`src/rtl/rcl_pkg.sv`:
```
package rcl_pkg;
    // serial word layout: 14 data bits above a 2-bit address
    localparam int WORD_W        = 16;
    localparam int ADDR_W        = 2;
    localparam int BIT_CNT_W     = 5;
    localparam logic [1:0] ADDR_CONFIG  = 2'h0;
    localparam logic [1:0] ADDR_CHANNEL = 2'h1;
    localparam logic [1:0] ADDR_TEST    = 2'h2;

    // channel frequency word
    localparam int CH_INT_LSB    = 6;
    localparam int CH_INT_W      = 10;
    localparam int CH_FRAC_LSB   = 2;
    localparam int CH_FRAC_W     = 4;
    localparam logic [3:0] CH_FRAC_MAX = 4'h8;
    localparam logic [9:0] CH_INT_RESET  = 10'h000;
    localparam logic [3:0] CH_FRAC_RESET = 4'h0;

    // test mode access word
    localparam int TM_OVR_BIT    = 15;
    localparam int TM_CODE_LSB   = 8;
    localparam int TM_CODE_W     = 7;
    localparam int TM_DSEL_LSB   = 5;
    localparam int TM_ASEL_LSB   = 2;
    localparam int TM_SEL_W      = 3;
    localparam logic [2:0] TM_SEL_RESET  = 3'h0;
    localparam logic [6:0] TM_CODE_RESET = 7'h00;

    // configuration word, only the analog-output mode bit is kept here
    localparam int CFG_ANALOG_OUTPUT_PIN_BIT  = 4;

    // host serial timing
    localparam int CLK_MHZ       = 125;
    localparam int SCLK_HALF_NS  = 80;
    localparam int SCLK_HALF_CYC = (SCLK_HALF_NS * CLK_MHZ + 999) / 1000;
    localparam int HALF_CNT_W    = 16;

    // host register map
    localparam logic [3:0] HREG_SEND   = 4'h0;
    localparam logic [3:0] HREG_STATUS = 4'h4;
    localparam logic [3:0] HREG_HALF   = 4'h8;
    localparam int ST_BUSY_BIT   = 0;
    localparam int ST_REJECT_BIT = 1;
    localparam logic [1:0] AXI_OKAY   = 2'h0;
    localparam logic [1:0] AXI_SLVERR = 2'h2;
endpackage

```
`src/rtl/rcl_link_if.sv`:
```
`timescale 1ns/1ps
interface rcl_link_if;
    logic sclk;
    logic sdata;
    logic slatch;
    modport host   (output sclk, output sdata, output slatch);
    modport device (input sclk, input sdata, input slatch);
endinterface

```
`src/rtl/rcl_device.sv`:
```
`timescale 1ns/1ps
module rcl_device
    import rcl_pkg::*;
(
    input  wire logic          CLK_SYS_IN,
    input  wire logic          RST_B_IN,
    rcl_link_if.device         SER_LINK,
    input  wire logic          RX_SLOT_IN,
    input  wire logic [6:0]    AUTO_TUNE_CODE_IN,
    input  wire logic          PA_CTRL_IN,
    input  wire logic          RX_DATA_IN,
    input  wire logic          AGC_SWITCH_IN,
    input  wire logic          PRESCALE_DIV64_IN,
    input  wire logic          MAIN_DIV_IN,
    input  wire logic          REF_DIV_IN,
    input  wire logic          CARRY2_IN,
    input  wire logic          CARRY1_IN,
    input  wire logic          CALIBRATION_TIMER_IN,
    input  wire logic          CLK_3MHZ_IN,
    input  wire logic          PLL_LOCK_LOW_IN,
    input  wire logic          UPDATE_LATCH_IN,
    output logic [9:0]         CHAN_INT_CODE_OUT,
    output logic [10:0]        CHAN_INT_RATIO_OUT,
    output logic [3:0]         CHAN_FRAC_CODE_OUT,
    output logic               ALIGNMENT_OVERRIDE_OUT,
    output logic [6:0]         FILTER_TUNE_CODE_OUT,
    output logic [6:0]         FILTER_CODE_APPLIED_OUT,
    output logic               AUTO_ALIGN_RUN_OUT,
    output logic [2:0]         ANALOG_PROBE_SELECT_OUT,
    output logic [2:0]         DIGITAL_PROBE_SELECT_OUT,
    output logic [7:0]         ANALOG_ROUTE_OUT,
    output logic               ANALOG_OUT_DATA_MODE_OUT,
    output logic               PA_ENABLE_PIN_OUT,
    output logic               DATA_PIN_OUT
);
    // three-stage sampling of the slow serial lines
    logic [2:0]         s1_q;
    logic [2:0]         s2_q;
    logic [2:0]         s3_q;
    logic [2:0]         filt_q;
    logic [2:0]         filt_d;
    logic [WORD_W-1:0]  shift_q;
    logic [BIT_CNT_W-1:0] cnt_q;
    logic [9:0]         int_q;
    logic [3:0]         frac_q;
    logic               ovr_q;
    logic [6:0]         code_q;
    logic [2:0]         dsel_q;
    logic [2:0]         asel_q;
    logic               analog_output_pin_mode_q;

    // bit 0 sclk, bit 1 sdata, bit 2 slatch; a change counts once stages two and three agree
    always_comb begin
        for (int i = 0; i < 3; i++) begin
            filt_d[i] = (s2_q[i] == s3_q[i]) ? s3_q[i] : filt_q[i];
        end
    end

    wire sclk_rise  = filt_d[0] & ~filt_q[0];
    wire latch_rise = filt_d[2] & ~filt_q[2];
    wire word_full  = (cnt_q >= BIT_CNT_W'(WORD_W));
    wire [WORD_W-1:0] word = shift_q;
    wire [1:0] waddr      = word[ADDR_W-1:0];
    wire [3:0] new_frac   = word[CH_FRAC_LSB +: CH_FRAC_W];
    // a latch before sixteen bits discards the partial word
    wire commit       = latch_rise & word_full;
    wire wr_channel   = commit & (waddr == ADDR_CHANNEL) & (new_frac <= CH_FRAC_MAX);
    wire wr_test      = commit & (waddr == ADDR_TEST);
    wire wr_config    = commit & (waddr == ADDR_CONFIG);

    always_ff @(posedge CLK_SYS_IN) begin
        if (!RST_B_IN) begin
            s1_q   <= 3'h0;
            s2_q   <= 3'h0;
            s3_q   <= 3'h0;
            filt_q <= 3'h0;
        end else begin
            s1_q   <= {SER_LINK.slatch, SER_LINK.sdata, SER_LINK.sclk};
            s2_q   <= s1_q;
            s3_q   <= s2_q;
            filt_q <= filt_d;
        end
    end

    // shifter, first bit received ends up in B15
    always_ff @(posedge CLK_SYS_IN) begin
        if (!RST_B_IN) begin
            shift_q <= 16'h0000;
            cnt_q   <= 5'h00;
        end else if (latch_rise) begin
            cnt_q   <= 5'h00;
        end else if (sclk_rise) begin
            shift_q <= {shift_q[WORD_W-2:0], filt_q[1]};
            cnt_q   <= word_full ? cnt_q : cnt_q + 5'h01;
        end
    end

    always_ff @(posedge CLK_SYS_IN) begin
        if (!RST_B_IN) begin
            int_q       <= CH_INT_RESET;
            frac_q      <= CH_FRAC_RESET;
            ovr_q       <= 1'b0;
            code_q      <= TM_CODE_RESET;
            dsel_q      <= TM_SEL_RESET;
            asel_q      <= TM_SEL_RESET;
            analog_output_pin_mode_q <= 1'b0;
        end else begin
            if (wr_channel) begin
                int_q  <= word[CH_INT_LSB +: CH_INT_W];
                frac_q <= new_frac;
            end
            if (wr_test) begin
                ovr_q  <= word[TM_OVR_BIT];
                code_q <= word[TM_CODE_LSB +: TM_CODE_W];
                dsel_q <= word[TM_DSEL_LSB +: TM_SEL_W];
                asel_q <= word[TM_ASEL_LSB +: TM_SEL_W];
            end
            if (wr_config) begin
                analog_output_pin_mode_q <= word[CFG_ANALOG_OUTPUT_PIN_BIT];
            end
        end
    end

    // digital probe selection for the PA and data pins
    logic pa_sel;
    logic data_sel;
    always_comb begin
        case (dsel_q)
            3'h0: begin pa_sel = PA_CTRL_IN;        data_sel = RX_DATA_IN;           end
            3'h1: begin pa_sel = 1'b0;              data_sel = AGC_SWITCH_IN;        end
            3'h2: begin pa_sel = PRESCALE_DIV64_IN; data_sel = MAIN_DIV_IN;          end
            3'h3: begin pa_sel = 1'b0;              data_sel = REF_DIV_IN;           end
            3'h4: begin pa_sel = CARRY2_IN;         data_sel = CARRY1_IN;            end
            3'h5: begin pa_sel = 1'b0;              data_sel = CALIBRATION_TIMER_IN; end
            3'h6: begin pa_sel = CLK_3MHZ_IN;       data_sel = PLL_LOCK_LOW_IN;      end
            3'h7: begin pa_sel = 1'b0;              data_sel = UPDATE_LATCH_IN;      end
            default: begin pa_sel = PA_CTRL_IN;     data_sel = RX_DATA_IN;           end
        endcase
    end

    // one-hot analog routing, bit 0 is the normal pin function
    wire [7:0] route_sel   = 8'h01 << asel_q;
    wire       analog_output_pin_data   = (asel_q == 3'h0) & analog_output_pin_mode_q;
    wire [6:0] applied     = ovr_q ? code_q : AUTO_TUNE_CODE_IN;
    wire       align_run   = RX_SLOT_IN & ~ovr_q;
    // fixed implied top bit; the synthesizer turns ratio and fraction into frequency
    wire [10:0] int_ratio  = {1'b1, int_q};

    always_ff @(posedge CLK_SYS_IN) begin
        if (!RST_B_IN) begin
            CHAN_INT_CODE_OUT        <= CH_INT_RESET;
            CHAN_INT_RATIO_OUT       <= 11'h400;
            CHAN_FRAC_CODE_OUT       <= CH_FRAC_RESET;
            ALIGNMENT_OVERRIDE_OUT   <= 1'b0;
            FILTER_TUNE_CODE_OUT     <= TM_CODE_RESET;
            FILTER_CODE_APPLIED_OUT  <= TM_CODE_RESET;
            AUTO_ALIGN_RUN_OUT       <= 1'b0;
            ANALOG_PROBE_SELECT_OUT  <= TM_SEL_RESET;
            DIGITAL_PROBE_SELECT_OUT <= TM_SEL_RESET;
            ANALOG_ROUTE_OUT         <= 8'h01;
            ANALOG_OUT_DATA_MODE_OUT <= 1'b0;
            PA_ENABLE_PIN_OUT        <= 1'b0;
            DATA_PIN_OUT             <= 1'b0;
        end else begin
            CHAN_INT_CODE_OUT        <= int_q;
            CHAN_INT_RATIO_OUT       <= int_ratio;
            CHAN_FRAC_CODE_OUT       <= frac_q;
            ALIGNMENT_OVERRIDE_OUT   <= ovr_q;
            FILTER_TUNE_CODE_OUT     <= code_q;
            FILTER_CODE_APPLIED_OUT  <= applied;
            AUTO_ALIGN_RUN_OUT       <= align_run;
            ANALOG_PROBE_SELECT_OUT  <= asel_q;
            DIGITAL_PROBE_SELECT_OUT <= dsel_q;
            ANALOG_ROUTE_OUT         <= route_sel;
            ANALOG_OUT_DATA_MODE_OUT <= analog_output_pin_data;
            PA_ENABLE_PIN_OUT        <= pa_sel;
            DATA_PIN_OUT             <= data_sel;
        end
    end
endmodule

```
`src/flat_wrapper.sv`:
```
// flat-port wrapper written by rule: the top's interface ports become plain ports
module rcl_device_flat import rcl_pkg::*;
  (CLK_SYS_IN, RST_B_IN, RX_SLOT_IN, AUTO_TUNE_CODE_IN, PA_CTRL_IN, RX_DATA_IN, AGC_SWITCH_IN, PRESCALE_DIV64_IN, MAIN_DIV_IN, REF_DIV_IN, CARRY2_IN, CARRY1_IN, CALIBRATION_TIMER_IN, CLK_3MHZ_IN, PLL_LOCK_LOW_IN, UPDATE_LATCH_IN, CHAN_INT_CODE_OUT, CHAN_INT_RATIO_OUT, CHAN_FRAC_CODE_OUT, ALIGNMENT_OVERRIDE_OUT, FILTER_TUNE_CODE_OUT, FILTER_CODE_APPLIED_OUT, AUTO_ALIGN_RUN_OUT, ANALOG_PROBE_SELECT_OUT, DIGITAL_PROBE_SELECT_OUT, ANALOG_ROUTE_OUT, ANALOG_OUT_DATA_MODE_OUT, PA_ENABLE_PIN_OUT, DATA_PIN_OUT, SER_LINK_sclk, SER_LINK_sdata, SER_LINK_slatch);
  rcl_link_if SER_LINK_i ();
  input  wire logic CLK_SYS_IN;
  input  wire logic RST_B_IN;
  input  wire logic RX_SLOT_IN;
  input  wire logic [6:0] AUTO_TUNE_CODE_IN;
  input  wire logic PA_CTRL_IN;
  input  wire logic RX_DATA_IN;
  input  wire logic AGC_SWITCH_IN;
  input  wire logic PRESCALE_DIV64_IN;
  input  wire logic MAIN_DIV_IN;
  input  wire logic REF_DIV_IN;
  input  wire logic CARRY2_IN;
  input  wire logic CARRY1_IN;
  input  wire logic CALIBRATION_TIMER_IN;
  input  wire logic CLK_3MHZ_IN;
  input  wire logic PLL_LOCK_LOW_IN;
  input  wire logic UPDATE_LATCH_IN;
  output logic [9:0] CHAN_INT_CODE_OUT;
  output logic [10:0] CHAN_INT_RATIO_OUT;
  output logic [3:0] CHAN_FRAC_CODE_OUT;
  output logic ALIGNMENT_OVERRIDE_OUT;
  output logic [6:0] FILTER_TUNE_CODE_OUT;
  output logic [6:0] FILTER_CODE_APPLIED_OUT;
  output logic AUTO_ALIGN_RUN_OUT;
  output logic [2:0] ANALOG_PROBE_SELECT_OUT;
  output logic [2:0] DIGITAL_PROBE_SELECT_OUT;
  output logic [7:0] ANALOG_ROUTE_OUT;
  output logic ANALOG_OUT_DATA_MODE_OUT;
  output logic PA_ENABLE_PIN_OUT;
  output logic DATA_PIN_OUT;
  input wire logic [$bits(SER_LINK_i.sclk)-1:0] SER_LINK_sclk;
  input wire logic [$bits(SER_LINK_i.sdata)-1:0] SER_LINK_sdata;
  input wire logic [$bits(SER_LINK_i.slatch)-1:0] SER_LINK_slatch;
  assign SER_LINK_i.sclk = SER_LINK_sclk;
  assign SER_LINK_i.sdata = SER_LINK_sdata;
  assign SER_LINK_i.slatch = SER_LINK_slatch;
  rcl_device u_core (.CLK_SYS_IN(CLK_SYS_IN), .RST_B_IN(RST_B_IN), .SER_LINK(SER_LINK_i), .RX_SLOT_IN(RX_SLOT_IN), .AUTO_TUNE_CODE_IN(AUTO_TUNE_CODE_IN), .PA_CTRL_IN(PA_CTRL_IN), .RX_DATA_IN(RX_DATA_IN), .AGC_SWITCH_IN(AGC_SWITCH_IN), .PRESCALE_DIV64_IN(PRESCALE_DIV64_IN), .MAIN_DIV_IN(MAIN_DIV_IN), .REF_DIV_IN(REF_DIV_IN), .CARRY2_IN(CARRY2_IN), .CARRY1_IN(CARRY1_IN), .CALIBRATION_TIMER_IN(CALIBRATION_TIMER_IN), .CLK_3MHZ_IN(CLK_3MHZ_IN), .PLL_LOCK_LOW_IN(PLL_LOCK_LOW_IN), .UPDATE_LATCH_IN(UPDATE_LATCH_IN), .CHAN_INT_CODE_OUT(CHAN_INT_CODE_OUT), .CHAN_INT_RATIO_OUT(CHAN_INT_RATIO_OUT), .CHAN_FRAC_CODE_OUT(CHAN_FRAC_CODE_OUT), .ALIGNMENT_OVERRIDE_OUT(ALIGNMENT_OVERRIDE_OUT), .FILTER_TUNE_CODE_OUT(FILTER_TUNE_CODE_OUT), .FILTER_CODE_APPLIED_OUT(FILTER_CODE_APPLIED_OUT), .AUTO_ALIGN_RUN_OUT(AUTO_ALIGN_RUN_OUT), .ANALOG_PROBE_SELECT_OUT(ANALOG_PROBE_SELECT_OUT), .DIGITAL_PROBE_SELECT_OUT(DIGITAL_PROBE_SELECT_OUT), .ANALOG_ROUTE_OUT(ANALOG_ROUTE_OUT), .ANALOG_OUT_DATA_MODE_OUT(ANALOG_OUT_DATA_MODE_OUT), .PA_ENABLE_PIN_OUT(PA_ENABLE_PIN_OUT), .DATA_PIN_OUT(DATA_PIN_OUT));
endmodule
```
`config.mk`:
```
export PLATFORM = sky130hd
export DESIGN_NAME = rcl_device_flat
export DESIGN_NICKNAME = d
export VERILOG_FILES = /design/src/rtl/rcl_pkg.sv /design/src/rtl/rcl_link_if.sv /design/src/rtl/rcl_device.sv /design/src/flat_wrapper.sv
export SDC_FILE = /design/constraint.sdc
export NUM_CORES = 1
export LEC_CHECK = 0
export BUFFER_PORTS_ARGS = -buffer_cell sky130_fd_sc_hd__buf_2
export CAP_MARGIN = 30
export CORE_MARGIN = 8
export CORE_UTILIZATION = 57
export DETAILED_ROUTE_END_ITERATION = 16
export MAX_ROUTING_LAYER = met4
export PLACE_DENSITY = 0.92
export REMOVE_ABC_BUFFERS = 1
export SYNTH_ARGS = -nofsm -noshare
export SYNTH_HDL_FRONTEND = slang
export SYNTH_SLANG_ARGS = --single-unit
```
`constraint.sdc`:
```
create_clock -name CLK_SYS_IN -period 3.58 [get_ports CLK_SYS_IN]
set_input_delay 0.358 -clock CLK_SYS_IN [delete_from_list [all_inputs] [get_ports CLK_SYS_IN]]
set_output_delay 0.358 -clock CLK_SYS_IN [all_outputs]
set_load 0.01 [all_outputs]
```
Yosys cells after proc, flatten, opt, wreduce, memory -nomap -nowiden:

Cells that the tools add are included.

* add/sub/neg operators: 1
* magnitude comparators: 2
* equality and inequality tests: 12
* shift-type cells: 1
* multiplexer cells: 5
* bitwise operators: 15
* reductions and logical operators: 7

Operators by type and width (count)
* 3-bit equality test (second input constant): 4
* 1-bit AND: 9
* 1-bit one-hot mux with 8 select lines: 1
* 1-bit by 3-bit left shift with 8-bit output (first input constant): 1
* 7-bit two-way mux: 1
* 3-bit by 2-bit equality test with 1-bit output (second input constant): 2
* 3-bit logical NOT: 2
* 1-bit NOT: 6
* 5-bit by 1-bit adder with 5-bit output (second input constant): 1
* 5-bit >= comparator (second input constant): 1
* 1-bit one-hot mux with 5 select lines: 1
* 4-bit less-or-equal comparator (second input constant): 1
* 2-bit AND reduction: 2
* 4-bit OR reduction: 1
* 1-bit equality test: 3
* 3-bit by 1-bit equality test with 1-bit output (second input constant): 1
* 2-bit by 1-bit equality test with 1-bit output (second input constant): 1
* 2-bit equality test (second input constant): 1
* 2-bit logical NOT: 1
* 1-bit two-way mux: 2
* 2-bit OR reduction: 1

* flip-flop bits (word level): 110
* input port bits: 25
* output and inout port bits: 58
* word-level logic and storage cells: 70

Logic depth before layout (Yosys ltp):

* depth after elaboration: 6
* mapped depth: 5
* depth with buffers taken out: 4

Worst setup path after synthesis:

No wires, ideal clock.

* path kind: register -> register
* start point: register u_core.filt_q[2]
* end point: register u_core.frac_q[1]
* library setup time: 72 ps
* arrival: 1196 ps
* data required time: 3508 ps
* slack: 2312 ps
* cell stages (with the launch flop): 6
* path buffers: 2
* period minus slack after synthesis: 1268 ps
* path through: dfxtp_1 and4b_4 and3_1 buf_6 buf_12 mux2i_1

* longest elaborated chain between the ends: 5
* elaborated cells on any way between the ends: 6
* classes of those cells: mux (1); bitwise (5)

RTL lines
* start: declaration: RTL line rcl_device.sv:40 `logic [2:0] filt_q;`
* start signal: assignment: RTL line rcl_device.sv:81 `filt_q <= filt_d;`
* 1-bit two-way mux or 1-bit NOT (tied branches): RTL line rcl_device.sv:55, rcl_device.sv:60
* 1-bit AND (*): RTL line rcl_device.sv:60 `wire latch_rise = filt_d[2] & ~filt_q[2];`
* 1-bit AND (*): RTL line rcl_device.sv:66 `wire commit = latch_rise & word_full;`
* 1-bit AND (*) (2 in series): RTL line rcl_device.sv:67 `wire wr_channel = commit & (waddr == ADDR_CHANNEL) & (new_frac <= CH_FRAC_MAX);`
* end signal: assignment: RTL line rcl_device.sv:110 `frac_q <= new_frac;`
* end: declaration: RTL line rcl_device.sv:45 `logic [3:0] frac_q;`

Every way passes the cells marked *; elsewhere a longest branch is shown, timed or not.
A chain may end at the register's enable or synchronous reset.

Worst setup path after layout:

* start point: register u_core.s3_q[2]
* end point: register u_core.code_q[0]

* longest elaborated chain between the ends: 5

RTL lines
* start: declaration: RTL line rcl_device.sv:39 `logic [2:0] s3_q;`
* start signal: assignment: RTL line rcl_device.sv:80 `s3_q <= s2_q;`
* 1-bit equality test: RTL line rcl_device.sv:55 `filt_d[i] = (s2_q[i] == s3_q[i]) ? s3_q[i] : filt_q[i];`
* 1-bit two-way mux (*): RTL line rcl_device.sv:55
* 1-bit AND (*): RTL line rcl_device.sv:60
* 1-bit AND (*): RTL line rcl_device.sv:66
* 1-bit AND (*): RTL line rcl_device.sv:68 `wire wr_test = commit & (waddr == ADDR_TEST);`
* end signal: assignment: RTL line rcl_device.sv:114 `code_q <= word[TM_CODE_LSB +: TM_CODE_W];`
* end: declaration: RTL line rcl_device.sv:47 `logic [6:0] code_q;`

Marks and branches as above.

==> reports/metrics.yaml <==
status:
  status: "complete, no violations"
layout:
  final_nets: 467
  synthToLayoutAreaGrowth_pct: 13.8
  fill_cells: 487
  multi_input_area_mm2: 0.00129
  antenna_cells: 0
  seq_area_mm2: 0.00218
  drive_above_1_share_pct: 23.1
sta:
  final.setup.worst_slack_ps: 1790
  final-hold-violation-count: 0
  maxSlewHeadroom_pct: 35.0
  finalSetupTns_ps: 0
  finalCritPeriodShare_pct: 49.9
  rsz0062_at_grt: "false"
  slew_violations: 0
  worst_slew_pin_slew_ps: 974
  setup_viol: 0
  fin_skew_ps: 15.1
  min_period_ps: 1790
  max_freq_ghz: 0.560
synth:
  synth-edff-count: 0
  postSynthAreaPerCell_um2: 10.0
  synth_top_area_share_pct: 57.8
  ys_ff_latch: 109
  synth_most_common_cell: "dfxtp_1"
  synth_commonest_cells: "dfxtp_1, nand2_1, mux2i_1, inv_1, a21oi_1"
  ys_warn_count: 0
  synth.area.top_cells: "dfxtp_1, mux2i_1, nand2_1, a21oi_1, inv_1"
  synthFlopType: "dfxtp_1"
  yosys.area.top_type: "dfxtp_1"
  syn-cell-area_mm2: 0.00378
  async_flop_share_pct: 0
  yosysUniqueCellTypes: 40
  ys_seq_area_share_pct: 57.8
  synthCells: 377
setup_path:
  worst_setup_path_end_kind: "flip-flop"
  r2r-start: "u_core.s3_q[2]"
  regToRegSetupSlack_ps: 1790
  worstReg2RegEnd: "u_core.code_q[0]"
  critPathLaunch: "u_core.s3_q[2]"
  cp-endpoint: "u_core.code_q[0]"
  cp.required_ps: 3870
  reg2reg_depth: 3
  critPathKind: "flip-flop to flip-flop"
  cp_max_fo: 13
  worstSetupStartpointType: "flip-flop"
  crit_arrival_ps: 2080
route:
  drc: 0
  first_pass_iters: 4
  final_antenna_net_count: 0
  vias: 2800
  drtIter0Drc: 128
  routedWlPerCell_um: 15.3
  viasPerCell: 5.36
  wirelength_um: 8010
global_route:
  grt_pass1_vias: 2782
  grt_first_pass_wirelength_um: 13300
  antenna_found_initial: 0
  track_usage_pct: 17.2
  grt_max_degree: 56
  grt_overflow_total: 0
place:
  place_congestion: 0.794
  dp_hpwl_um: 5430
  portBuffers: 81
  place_ws_ps: 1810
min_path:
  hp-class: "input pin to flip-flop"
cts:
  path_clk_slew_ps: 110
  cts_buffer_depth: 2
  ctsHoldBuffers: 0
  cts_setup_buffers: 0
  root_buffer: "clkbuf_8"
  cts_tree: "yes"
  h-tree-depth: 3
  cts_sinks: 109
  cts-buffers-inserted: 9
  clkLatencyLatePin_ps: 370
  cts_resized: 0
floorplan:
  fp.coreArea_mm2: 0.00639
  start_util_pct: 59.1
  io_pins: 83
  fp.dieArea_mm2: 0.00948
  die_h_um: 97.4
  fp.dieW_um: 97.4
  rows: 29
job:
  max-cap-violations: 0
power_and_ir_drop:
  ir_drop_v: 0.000313
  p_leak_nw: 1.97
  power_mw: 2.04
  power_density_mw_per_mm2: 475
[final cells by class]
cell class | count | area share, %
multi-input combinational | 207 | 29.9
tap | 77 | 2.24
clock inverter | 7 | 1.86
sequential | 109 | 50.8
clock buffer | 9 | 2.88
inverter | 31 | 2.71
timing repair buffer | 82 | 9.61
[registers in the layout, summed over array words and instances, names as in the netlist, 4 cells and up]
signal / cells
u_core.code_q: 7
u_core.CHAN_INT_CODE_OUT: 10
u_core.int_q: 10
u_core.frac_q: 4
u_core.FILTER_CODE_APPLIED_OUT: 7
u_core.shift_q: 16
u_core.cnt_q: 5
u_core.ANALOG_ROUTE_OUT: 8
u_core.CHAN_FRAC_CODE_OUT: 4
u_core.FILTER_TUNE_CODE_OUT: 7
[through the flow]
step                      utilization, %  hold slack [ps]  cell area [um^2]  instances
after global placement              64.1              414              4090        506
after detailed placement            64.1              418              4090        506
after CTS                           67.3              174              4300        522
after global routing                67.3              179              4300        522
final                               67.3              182              4300        522
after floorplan                        -              403              3580        347
[logic make-up (layout without fill, tap and decap cells)]
group                    after synthesis  after routing  share of synthesized area, %
AO/OA/AOI/OAI                         53             53                          7.69
XOR/XNOR                               1              1                         0.232
adder cells (fa/ha/maj)                2              2                         0.663
buffers and inverters                 61            129                          8.15
flip-flops                           109            109                          57.8
multiplexers                          36             36                          10.2
other                                  1              1                        0.0993
AND/OR/NAND/NOR                      114            114                          15.1
[where the power goes]
part           internal (mW)  total, mW  switching, mW
Clock                  0.336      0.764          0.427
Sequential              1.22       1.23        0.00394
Combinational         0.0217     0.0518         0.0301
Total                   1.58       2.04          0.462
[how the worst min path moves through the flow]
stage	from	to	slack, ps	cells past startpoint
finish	SER_LINK_sdata	u_core.s1_q[1]	180	2
global route	SER_LINK_sdata	u_core.s1_q[1]	180	2
floorplan	u_core.frac_q[1]	u_core.CHAN_FRAC_CODE_OUT[1]	400	2
detailed placement	u_core.s1_q[0]	u_core.s2_q[0]	420	1
CTS	SER_LINK_sdata	u_core.s1_q[1]	170	2
global placement	u_core.s1_q[1]	u_core.s2_q[1]	410	1
[metal layers]
layer / up-vias / wire length [um] / track usage (%)
met5: - / 0 / -
met4: 0 / 136 / 8.39
met3: 10 / 491 / 4.98
met2: 79 / 4010 / 28.3
met1: 1341 / 3370 / 18.7
li1: 1370 / - / -
[cells in the final DEF (no fill, tap or decap), types with 2 or more instances in the layout]
| master | count |
|---|---|
| nand3b_1 | 2 |
| nand3_1 | 18 |
| or3_1 | 2 |
| buf_2 | 81 |
| o31ai_1 | 3 |
| o21ai_0 | 6 |
| and3b_1 | 2 |
| mux2i_1 | 33 |
| ha_1 | 2 |
| nor3b_1 | 4 |
| and3_1 | 2 |
| clkbuf_8 | 9 |
| inv_6 | 2 |
| inv_1 | 31 |
| dfxtp_1 | 109 |
| nand4b_1 | 2 |
| inv_8 | 2 |
| o21ai_1 | 16 |
| mux4_2 | 2 |
| a21oi_1 | 24 |
| nor3_1 | 4 |
| clkinv_2 | 2 |
| and2_1 | 11 |
| nand2_1 | 48 |
| nor2_1 | 12 |
[critical path: stages, from the launching register on]
cell      delay, ps
dfxtp_1         410
nand4b_1        210
nor2_2          790
mux2i_1         300
Power figures use the tool's default switching activity.
